==> src/acs_pkg.sv <==
// shared constants and types for the converter selection and result block
package acs_pkg;

  ////////////////////////////////////////////////////////////////////////////
  // register offsets (byte addresses)
  localparam int         ACS_ADDR_W        = 8;
  localparam logic [7:0] ACS_OFF_SELECT    = 8'h00;
  localparam logic [7:0] ACS_OFF_RES_LOW   = 8'h04;
  localparam logic [7:0] ACS_OFF_RES_HIGH  = 8'h08;
  localparam logic [7:0] ACS_OFF_STATUS    = 8'h0c;
  localparam logic [7:0] ACS_OFF_IRQ_CLEAR = 8'h10;
  localparam logic [7:0] ACS_OFF_IRQ_EN    = 8'h14;

  ////////////////////////////////////////////////////////////////////////////
  // input select register layout
  localparam int         ACS_REFSEL_MSB   = 7;
  localparam int         ACS_REFSEL_LSB   = 6;
  localparam int         ACS_LADJ_BIT     = 5;
  localparam int         ACS_CHSEL_MSB    = 4;
  localparam int         ACS_CHSEL_LSB    = 0;
  localparam logic [7:0] ACS_SELECT_RESET = 8'h00;

  // status, clear and enable share the done and drop bits; busy is in status only
  localparam int         ACS_EVT_W       = 2;
  localparam int         ACS_ST_DONE     = 0;
  localparam int         ACS_ST_DROP     = 1;
  localparam int         ACS_ST_BUSY     = 2;
  localparam logic [1:0] ACS_EVT_RESET   = 2'h0;

  ////////////////////////////////////////////////////////////////////////////
  // selection codes
  localparam logic [1:0] ACS_REF_EXT     = 2'h0;
  localparam logic [1:0] ACS_REF_SUPPLY  = 2'h1;
  localparam logic [1:0] ACS_REF_RSVD    = 2'h2;
  localparam logic [1:0] ACS_REF_INT     = 2'h3;
  localparam logic [4:0] ACS_CH_BANDGAP  = 5'h1e;
  localparam logic [4:0] ACS_CH_GROUND   = 5'h1f;

  // result scaling and limits
  localparam int         ACS_SE_FULL     = 1024;
  localparam int         ACS_DIFF_FULL   = 512;
  localparam logic [9:0] ACS_SE_MAX      = 10'h3ff;
  localparam logic [9:0] ACS_DIFF_MAX    = 10'h1ff;
  localparam logic [9:0] ACS_DIFF_MIN    = 10'h200;

  localparam logic [1:0] ACS_RESP_OKAY   = 2'h0;
  localparam logic [1:0] ACS_RESP_SLVERR = 2'h2;

  typedef enum logic [2:0] {
    ACS_GAIN_1X   = 3'h1,
    ACS_GAIN_10X  = 3'h2,
    ACS_GAIN_200X = 3'h4
  } acs_gain_e;

  typedef enum logic [3:0] {
    ACS_WS_IDLE = 4'h1,
    ACS_WS_ADDR = 4'h2,
    ACS_WS_DATA = 4'h4,
    ACS_WS_RESP = 4'h8
  } acs_wstate_e;

endpackage

==> src/acs_sel_decode.sv <==
// decodes channel/gain and reference codes into analog switch controls
`timescale 1ns/1ns
module acs_sel_decode
  import acs_pkg::*;
(
  input  wire logic [4:0] chsel,
  input  wire logic [1:0] refsel,
  output logic            single_ended_sel,
  output logic [2:0]      pos_input_sel,
  output logic [1:0]      neg_input_sel,
  output acs_gain_e       gain_sel,
  output logic            bandgap_sel,
  output logic            ground_sel,
  output logic            ref_external_sel,
  output logic            ref_supply_sel,
  output logic            ref_internal_on,
  output logic            ref_reserved_sel
);

  always_comb begin
    single_ended_sel = 1'b0;
    pos_input_sel    = chsel[2:0];
    neg_input_sel    = 2'h0;
    gain_sel         = ACS_GAIN_1X;
    bandgap_sel      = 1'b0;
    ground_sel       = 1'b0;
    unique case (chsel[4:3])
      2'h0: begin
        single_ended_sel = 1'b1; // RQ8
      end
      2'h1: begin
        // pairs alternate 10x and 200x; same-input codes null the offset
        pos_input_sel = {1'b0, chsel[2], chsel[0]}; // RQ9
        neg_input_sel = chsel[2] ? 2'h2 : 2'h0; // RQ9
        gain_sel      = chsel[1] ? ACS_GAIN_200X : ACS_GAIN_10X; // RQ9
      end
      2'h2: begin
        neg_input_sel = 2'h1; // RQ10
      end
      2'h3: begin
        if (chsel == ACS_CH_BANDGAP || chsel == ACS_CH_GROUND) begin
          single_ended_sel = 1'b1; // RQ8
          pos_input_sel    = 3'h0;
          bandgap_sel      = (chsel == ACS_CH_BANDGAP); // RQ8
          ground_sel       = (chsel == ACS_CH_GROUND); // RQ8
        end else begin
          neg_input_sel = 2'h2; // RQ10
        end
      end
    endcase
  end

  // RQ5
  assign ref_external_sel = (refsel == ACS_REF_EXT);
  assign ref_supply_sel   = (refsel == ACS_REF_SUPPLY);
  assign ref_reserved_sel = (refsel == ACS_REF_RSVD);
  assign ref_internal_on  = (refsel == ACS_REF_INT);

endmodule // acs_sel_decode

==> src/acs_result_format.sv <==
// places a 10-bit result into the high and low result bytes
`timescale 1ns/1ns
module acs_result_format (
  input  wire logic [9:0] result,
  input  wire logic       left_adjust,
  output logic [7:0]      result_low_byte,
  output logic [7:0]      result_high_byte
);

  always_comb begin
    if (left_adjust) begin
      result_high_byte = result[9:2]; // RQ12
      result_low_byte  = {result[1:0], 6'h00}; // RQ12
    end else begin
      result_high_byte = {6'h00, result[9:8]}; // RQ12
      result_low_byte  = result[7:0];
    end
  end

endmodule // acs_result_format

==> src/acs_top.sv <==
// converter input selection, result formatting and register slave
//
// Contract
// RQ1: single-ended result is unsigned, clamped 0x000..0x3FF
// RQ2: differential result is two's complement 0x200..0x1FF
// RQ3: differential result msb is the sign
// RQ4: result bytes valid once completion flag set
// RQ5: reference field picks external, supply or internal
// RQ6: selection writes wait for running conversion end
// RQ7: left adjust bit reformats result bytes immediately
// RQ8: codes 0-7 single inputs, bandgap, ground
// RQ9: low differential pairs, 10x/200x gain alternating
// RQ10: input 1 and 2 negative codes, unity gain
// RQ11: eight-bit select register, reset zero, read/write
// RQ12: left adjust puts bits 9:2 in high
// RQ13: low byte read freezes result until high read
// RQ14: differential overrange saturates instead of wrapping
`timescale 1ns/1ns
module acs_top
  import acs_pkg::*;
#(
  parameter int SAMPLE_W = 12
) (
  input  wire logic                  aclk,
  input  wire logic                  aresetn,
  input  wire logic                  ce,
  input  wire logic [ACS_ADDR_W-1:0] s_axil_awaddr,
  input  wire logic                  s_axil_awvalid,
  output logic                       s_axil_awready,
  input  wire logic [31:0]           s_axil_wdata,
  input  wire logic [3:0]            s_axil_wstrb,
  input  wire logic                  s_axil_wvalid,
  output logic                       s_axil_wready,
  output logic [1:0]                 s_axil_bresp,
  output logic                       s_axil_bvalid,
  input  wire logic                  s_axil_bready,
  input  wire logic [ACS_ADDR_W-1:0] s_axil_araddr,
  input  wire logic                  s_axil_arvalid,
  output logic                       s_axil_arready,
  output logic [31:0]                s_axil_rdata,
  output logic [1:0]                 s_axil_rresp,
  output logic                       s_axil_rvalid,
  input  wire logic                  s_axil_rready,
  input  wire logic                  conv_busy,
  input  wire logic                  conv_done,
  input  wire logic signed [SAMPLE_W-1:0] conv_sample,
  output logic                       single_ended_sel,
  output logic [2:0]                 pos_input_sel,
  output logic [1:0]                 neg_input_sel,
  output acs_gain_e                  gain_sel,
  output logic                       bandgap_sel,
  output logic                       ground_sel,
  output logic                       ref_external_sel,
  output logic                       ref_supply_sel,
  output logic                       ref_internal_on,
  output logic                       ref_reserved_sel,
  output logic                       conversion_complete_flag,
  output logic                       irq
);

  ////////////////////////////////////////////////////////////////////////////
  // state

  typedef struct packed {
    logic [7:0]           input_select;
    logic [1:0]           applied_ref;
    logic [4:0]           applied_ch;
    logic [9:0]           result;
    logic                 lock;
    logic [ACS_EVT_W-1:0] status;
    logic [ACS_EVT_W-1:0] irq_en;
    acs_wstate_e          wstate;
    logic [7:0]           awaddr;
    logic [7:0]           wdata;
    logic                 wstrb0;
    logic [1:0]           bresp;
    logic                 rvalid;
    logic [7:0]           rdata;
    logic [1:0]           rresp;
  } acs_top_s;

  localparam acs_top_s ST_RESET = '{
    input_select: ACS_SELECT_RESET,
    status:       ACS_EVT_RESET,
    irq_en:       ACS_EVT_RESET,
    wstate:       ACS_WS_IDLE,
    default:      '0
  };

  localparam logic signed [SAMPLE_W-1:0] SMP_SE_TOP =
    SAMPLE_W'(ACS_SE_FULL - 1);
  localparam logic signed [SAMPLE_W-1:0] SMP_DIFF_TOP =
    SAMPLE_W'(ACS_DIFF_FULL - 1);
  localparam logic signed [SAMPLE_W-1:0] SMP_DIFF_BOT =
    SAMPLE_W'(-ACS_DIFF_FULL);

  acs_top_s st_reg;
  acs_top_s st_next;

  logic       aw_hs;
  logic       w_hs;
  logic       ar_hs;
  logic       commit;
  logic [7:0] wr_addr;
  logic [7:0] wr_data;
  logic       wr_strb0;
  logic       rd_low;
  logic       rd_high;
  logic       capture;
  logic [9:0] sample_code;
  logic [7:0] fmt_low;
  logic [7:0] fmt_high;
  logic [ACS_EVT_W-1:0] evt;
  logic [ACS_EVT_W-1:0] clr;

  function automatic logic map_hit(input logic [7:0] a);
    map_hit = (a == ACS_OFF_SELECT)    || (a == ACS_OFF_RES_LOW) ||
              (a == ACS_OFF_RES_HIGH)  || (a == ACS_OFF_STATUS) ||
              (a == ACS_OFF_IRQ_CLEAR) || (a == ACS_OFF_IRQ_EN);
  endfunction

  ////////////////////////////////////////////////////////////////////////////
  // submodules

  acs_sel_decode u_decode (
    .chsel            (st_reg.applied_ch),
    .refsel           (st_reg.applied_ref),
    .single_ended_sel (single_ended_sel),
    .pos_input_sel    (pos_input_sel),
    .neg_input_sel    (neg_input_sel),
    .gain_sel         (gain_sel),
    .bandgap_sel      (bandgap_sel),
    .ground_sel       (ground_sel),
    .ref_external_sel (ref_external_sel),
    .ref_supply_sel   (ref_supply_sel),
    .ref_internal_on  (ref_internal_on),
    .ref_reserved_sel (ref_reserved_sel)
  );

  // live bit, not the applied copy: the layout follows it at once
  acs_result_format u_format (
    .result           (st_reg.result),
    .left_adjust      (st_reg.input_select[ACS_LADJ_BIT]), // RQ7
    .result_low_byte  (fmt_low),
    .result_high_byte (fmt_high)
  );

  ////////////////////////////////////////////////////////////////////////////
  // handshakes; gated by ce so no transfer happens while frozen

  assign s_axil_awready = ce && (st_reg.wstate == ACS_WS_IDLE ||
                                 st_reg.wstate == ACS_WS_DATA);
  assign s_axil_wready  = ce && (st_reg.wstate == ACS_WS_IDLE ||
                                 st_reg.wstate == ACS_WS_ADDR);
  assign s_axil_bvalid  = ce && (st_reg.wstate == ACS_WS_RESP);
  assign s_axil_bresp   = st_reg.bresp;
  assign s_axil_arready = ce && !st_reg.rvalid;
  assign s_axil_rvalid  = ce && st_reg.rvalid;
  assign s_axil_rdata   = {24'h000000, st_reg.rdata};
  assign s_axil_rresp   = st_reg.rresp;

  assign aw_hs    = s_axil_awvalid && s_axil_awready;
  assign w_hs     = s_axil_wvalid && s_axil_wready;
  assign ar_hs    = s_axil_arvalid && s_axil_arready;
  assign wr_addr  = aw_hs ? s_axil_awaddr : st_reg.awaddr;
  assign wr_data  = w_hs ? s_axil_wdata[7:0] : st_reg.wdata;
  assign wr_strb0 = w_hs ? s_axil_wstrb[0] : st_reg.wstrb0;

  assign conversion_complete_flag = st_reg.status[ACS_ST_DONE]; // RQ4
  assign irq = |(st_reg.status & st_reg.irq_en);

  ////////////////////////////////////////////////////////////////////////////
  // saturation of the converter's sample into a 10-bit code

  always_comb begin
    if (!single_ended_sel) begin
      if (conv_sample > SMP_DIFF_TOP) begin
        sample_code = ACS_DIFF_MAX; // RQ14
      end else if (conv_sample < SMP_DIFF_BOT) begin
        sample_code = ACS_DIFF_MIN; // RQ14
      end else begin
        sample_code = conv_sample[9:0]; // RQ2 RQ3
      end
    end else begin
      if (conv_sample > SMP_SE_TOP) begin
        sample_code = ACS_SE_MAX; // RQ1
      end else if (conv_sample < 0) begin
        sample_code = 10'h000; // RQ1
      end else begin
        sample_code = conv_sample[9:0]; // RQ1
      end
    end
  end

  ////////////////////////////////////////////////////////////////////////////
  // next state

  always_comb begin
    st_next = st_reg;
    commit  = 1'b0;
    rd_low  = 1'b0;
    rd_high = 1'b0;
    clr     = '0;

    if (aw_hs) begin
      st_next.awaddr = s_axil_awaddr;
    end
    if (w_hs) begin
      st_next.wdata  = s_axil_wdata[7:0];
      st_next.wstrb0 = s_axil_wstrb[0];
    end
    unique case (st_reg.wstate)
      ACS_WS_IDLE: begin
        if (aw_hs && w_hs) begin
          commit = 1'b1;
        end else if (aw_hs) begin
          st_next.wstate = ACS_WS_ADDR;
        end else if (w_hs) begin
          st_next.wstate = ACS_WS_DATA;
        end
      end
      ACS_WS_ADDR: begin
        commit = w_hs;
      end
      ACS_WS_DATA: begin
        commit = aw_hs;
      end
      ACS_WS_RESP: begin
        if (s_axil_bready) begin
          st_next.wstate = ACS_WS_IDLE;
        end
      end
      default: begin
        st_next.wstate = ACS_WS_IDLE;
      end
    endcase

    if (commit) begin
      st_next.wstate = ACS_WS_RESP;
      st_next.bresp  = map_hit(wr_addr) ? ACS_RESP_OKAY : ACS_RESP_SLVERR;
      if (wr_strb0) begin
        if (wr_addr == ACS_OFF_SELECT) begin
          st_next.input_select = wr_data; // RQ11
        end
        if (wr_addr == ACS_OFF_IRQ_CLEAR) begin
          clr = wr_data[ACS_EVT_W-1:0];
        end
        if (wr_addr == ACS_OFF_IRQ_EN) begin
          st_next.irq_en = wr_data[ACS_EVT_W-1:0];
        end
      end
    end

    if (ar_hs) begin
      st_next.rvalid = 1'b1;
      st_next.rresp  = map_hit(s_axil_araddr) ? ACS_RESP_OKAY
                                              : ACS_RESP_SLVERR;
      st_next.rdata  = 8'h00;
      unique case (s_axil_araddr)
        ACS_OFF_SELECT: begin
          st_next.rdata = st_reg.input_select;
        end
        ACS_OFF_RES_LOW: begin
          st_next.rdata = fmt_low;
          rd_low        = 1'b1;
        end
        ACS_OFF_RES_HIGH: begin
          st_next.rdata = fmt_high;
          rd_high       = 1'b1;
        end
        ACS_OFF_STATUS: begin
          st_next.rdata = {5'h00, conv_busy, st_reg.status};
        end
        ACS_OFF_IRQ_EN: begin
          st_next.rdata = {6'h00, st_reg.irq_en};
        end
        default: begin
          st_next.rdata = 8'h00;
        end
      endcase
    end else if (st_reg.rvalid && s_axil_rready) begin
      st_next.rvalid = 1'b0;
    end

    // a low read in the same cycle as completion still guards old data
    if (rd_low) begin
      st_next.lock = 1'b1; // RQ13
    end else if (rd_high) begin
      st_next.lock = 1'b0; // RQ13
    end
    capture = conv_done && !st_reg.lock && !rd_low; // RQ13
    if (capture) begin
      st_next.result = sample_code; // RQ4
    end

    // a result refused by the lock is lost; software sees it as a drop
    evt = '0;
    evt[ACS_ST_DONE] = capture;
    evt[ACS_ST_DROP] = conv_done && !capture;
    st_next.status = (st_reg.status & ~clr) | evt;

    // idle converter takes the selection at once, busy one at its end
    if (!conv_busy || conv_done) begin
      st_next.applied_ref =
        st_reg.input_select[ACS_REFSEL_MSB:ACS_REFSEL_LSB]; // RQ6
      st_next.applied_ch  =
        st_reg.input_select[ACS_CHSEL_MSB:ACS_CHSEL_LSB]; // RQ6
    end
  end

  always_ff @(posedge aclk) begin
    if (!aresetn) begin
      st_reg <= ST_RESET;
    end else if (ce) begin
      st_reg <= st_next;
    end
  end

  ////////////////////////////////////////////////////////////////////////////
  // assertions

  logic [9:0] smp_low;
  logic [6:0] sel_fields;
  assign smp_low    = conv_sample[9:0];
  assign sel_fields = {st_reg.input_select[ACS_REFSEL_MSB:ACS_REFSEL_LSB],
                       st_reg.input_select[ACS_CHSEL_MSB:ACS_CHSEL_LSB]};
endmodule // acs_top

==> config.mk <==
export PLATFORM = sky130hd
export DESIGN_NAME = acs_top
export DESIGN_NICKNAME = d
export VERILOG_FILES = /design/src/acs_pkg.sv /design/src/acs_sel_decode.sv /design/src/acs_result_format.sv /design/src/acs_top.sv
export SDC_FILE = /design/constraint.sdc
export NUM_CORES = 1
export LEC_CHECK = 0
export ABC_AREA = 1
export BUFFER_PORTS_ARGS = -buffer_cell sky130_fd_sc_hd__buf_2
export CAP_MARGIN = 20
export CORE_MARGIN = 1.5
export CORE_UTILIZATION = 54
export CTS_CLUSTER_DIAMETER = 80
export DETAILED_ROUTE_END_ITERATION = 10
export GPL_ROUTABILITY_DRIVEN = 0
export HOLD_SLACK_MARGIN = 0.08
export PLACE_DENSITY_LB_ADDON = 0.08
export SYNTH_ARGS = -nofsm -noshare
export SYNTH_HDL_FRONTEND = slang
export SYNTH_HIERARCHICAL = 1
export SYNTH_SLANG_ARGS = --single-unit
==> constraint.sdc <==
create_clock -name aclk -period 3.32 [get_ports aclk]
set_input_delay 0.664 -clock aclk [delete_from_list [all_inputs] [get_ports aclk]]
set_output_delay 0.664 -clock aclk [all_outputs]
set_load 0.01 [all_outputs]
==> flow_summary_export.csv <==
group,metric,value,unit
run_status,run_status,"completed",
clock_tree,cts_resized,0,
timing,tightest_slew,0.673,ns
logic_synthesis,synth_cell_types,42,
drt,wl_per_cell,11.5,um
drt,via_per_inst,4.81,
setup_path,path_class,"reg -> out",
clock_tree,cts_root_buf,"clkbuf_8",
global_route,grt_pass1_wl,14300,um
clock_tree,cts-buffers-inserted,9,
die,core-area,6790,um^2
power_and_ir_drop,p_per_area,518,nW/um^2
clock_tree,clock_sinks,62,
layout,finalNetCount,719,
place,placedInstanceArea,4040,um^2
clock_tree,cts_tree,"done",
logic_synthesis,ys_warn_count,6,
logic_synthesis,synth_seq_cells,62,
layout,synthToLayoutAreaGrowth,12.4,%
power_and_ir_drop,p_leak,2.19,nW
layout,largest_register_ff_count,44,
setup_path,crit_arrival,1.63,ns
die,die_x,86.6,um
timing,rsz0062_at_grt,"false",
global_route,grt_pass1_vias,3252,
clock_tree,cts.path.max_buffers,2,
global_route,antenna_found_initial,0,
global_route,grt_max_degree,33,
flow_run,drv_cap,0,
drt,drc,0,
drt,routed_wl,8510,um
logic_synthesis,ys_seq_area_share,32.9,%
setup_path,cp-start-kind,"register",
timing,max_freq,436,MHz
power_and_ir_drop,peakVddDrop,363,uV
timing,setup_tns,0,ns
die,rows,30,
die,die_height,86.6,um
clock_tree,worstSkewPairLatency,0.35,ns
layout,antenna_cells,0,
global_route,track_usage,24.2,%
drt,drtIter0Drc,125,
die,die_area,7500,um^2
place,io_buffers,78,
clock_tree,cts.clk_slew.worst_paths,0.07,ns
min_path,hp-class,"reg -> reg",
timing,slew_viol_final,0,
place,hpwl,6310,um
drt,drt_first_pass_iters,4,
setup_path,cp-end-kind,"primary output",
drt,ant_nets,0,
layout,stdcell_area,4240,um^2
timing,period_minus_slack,2.29,ns
setup_path,cp.required,2.66,ns
timing,setup_viol,0,
clock_tree,post_cts_buffers,0,
drt,num_vias,3568,
timing,post-route-period-util,69.1,%
setup_path,crit_fanout,6,
power_and_ir_drop,power,0.00220,W
clock_tree,htree_levels,3,
global_route,grt-ovfl-total,0,
die,start_util,55.6,%
logic_synthesis,syn_avg_cell_area,6.54,um^2
die,num_io_pins,132,
logic_synthesis,syn-cell-area,3770,um^2
clock_tree,hold_buffers,0,
logic_synthesis,syn_inst,577,
timing,skew,0.00832,ns
timing,hold_viol_final,0,
timing,timing.slew.headroom,55.1,%
layout,drive_gt1_share,20.0,%
cells in the final DEF (no fill, tap or decap), types with 4 or more instances in the layout:
master and n:
a21oi_1 30, buf_2 78, buf_4 6, clkbuf_8 11
conb_1 26, dfxtp_1 62, ha_1 4, inv_1 85
nand2_1 119, nand2_2 7, nand3_1 17, nand4_1 15
nor2_1 86, o211ai_1 6, o21ai_0 35, o21ai_1 17
or2_2 6
worst max-delay path, stage by stage, from the launching register on:
cell and delay, ns:
dfxtp_1 0.42, ha_1 0.30, nand2_2 0.10, a21oi_2 0.27, buf_2 0.19
metal layers:
metal	routed length, um	global-route usage (%)	up-vias	share of wire [%]
met2	4120	42.3	78	48
met3	367	6.29	8	4.3
met1	3920	29.0	1598	46
met4	98	7.92	0	1.2
li1	-	-	1884	-
met5	0	0	-	0
power breakdown:
part / switching [W] / internal [W]
Clock: 0.000297 / 0.000384
Sequential: 0.0000423 / 0.000823
Combinational: 0.000437 / 0.000214
synth_stat cells (all sizes together):
cell type / n / share of area [%]
a211oi: 2 / 0.40
a21oi: 31 / 4.2
and2: 1 / 0.17
buf: 45 / 9.0
clkbuf: 11 / 1.1
clkinv: 1 / 0.099
conb: 1 / 0.099
dfxtp: 62 / 33
ha: 4 / 1.3
inv: 87 / 8.7
nand2: 127 / 13
nand3: 21 / 3.9
nand4: 15 / 2.5
nor2: 91 / 9.9
nor3: 2 / 0.27
nor4: 1 / 0.56
nor4b: 1 / 0.23
o2111ai: 2 / 0.46
o211a: 1 / 0.27
o211ai: 6 / 1.2
o21ai: 55 / 7.8
o221ai: 1 / 0.23
o22ai: 2 / 0.33
or2: 7 / 1.2
final cells by class:
class,instances,area [um^2]
clock buffers,12,155
multi-input cells,396,1920
repair buffers,84,435
inverters,88,330
clock inverters,4,45.0
well taps,96,120
fillers,680,2550
flip-flops and latches,62,1240
kinds of logic after synthesis:
kind of cell / Yosys count / share of synthesized area (%)
AOI/OAI and AO/OA: 100 / 14.9
adders and majority gates: 4 / 1.33
buffers and inverters: 144 / 18.9
DFF: 62 / 32.9
other: 1 / 0.0993
and+or+nand+nor: 266 / 32.0
per-stage QoR:
stage	utilization [%]	hold WS, ns	setup slack, ns	std cells
finish	62.4	0.461	1.03	742
global placement	59.5	0.449	0.957	726
floorplan	-	0.439	1.23	602
global route	62.4	0.482	0.914	742
CTS	62.4	0.464	0.994	742
detailed placement	59.5	0.453	0.952	726
path summary, 6_finish.rpt:
path         slack, ns  cells after the start             from               end
max               1.03                      4       st_reg[52]  single_ended_sel
min               0.46                      2  s_axil_rresp[1]   s_axil_rresp[1]
max reg2reg       1.29                     11       st_reg[33]     sel_fields[0]
min reg2reg       0.46                      2  s_axil_rresp[1]   s_axil_rresp[1]
Note: power is estimated with default switching activity, not from simulation.
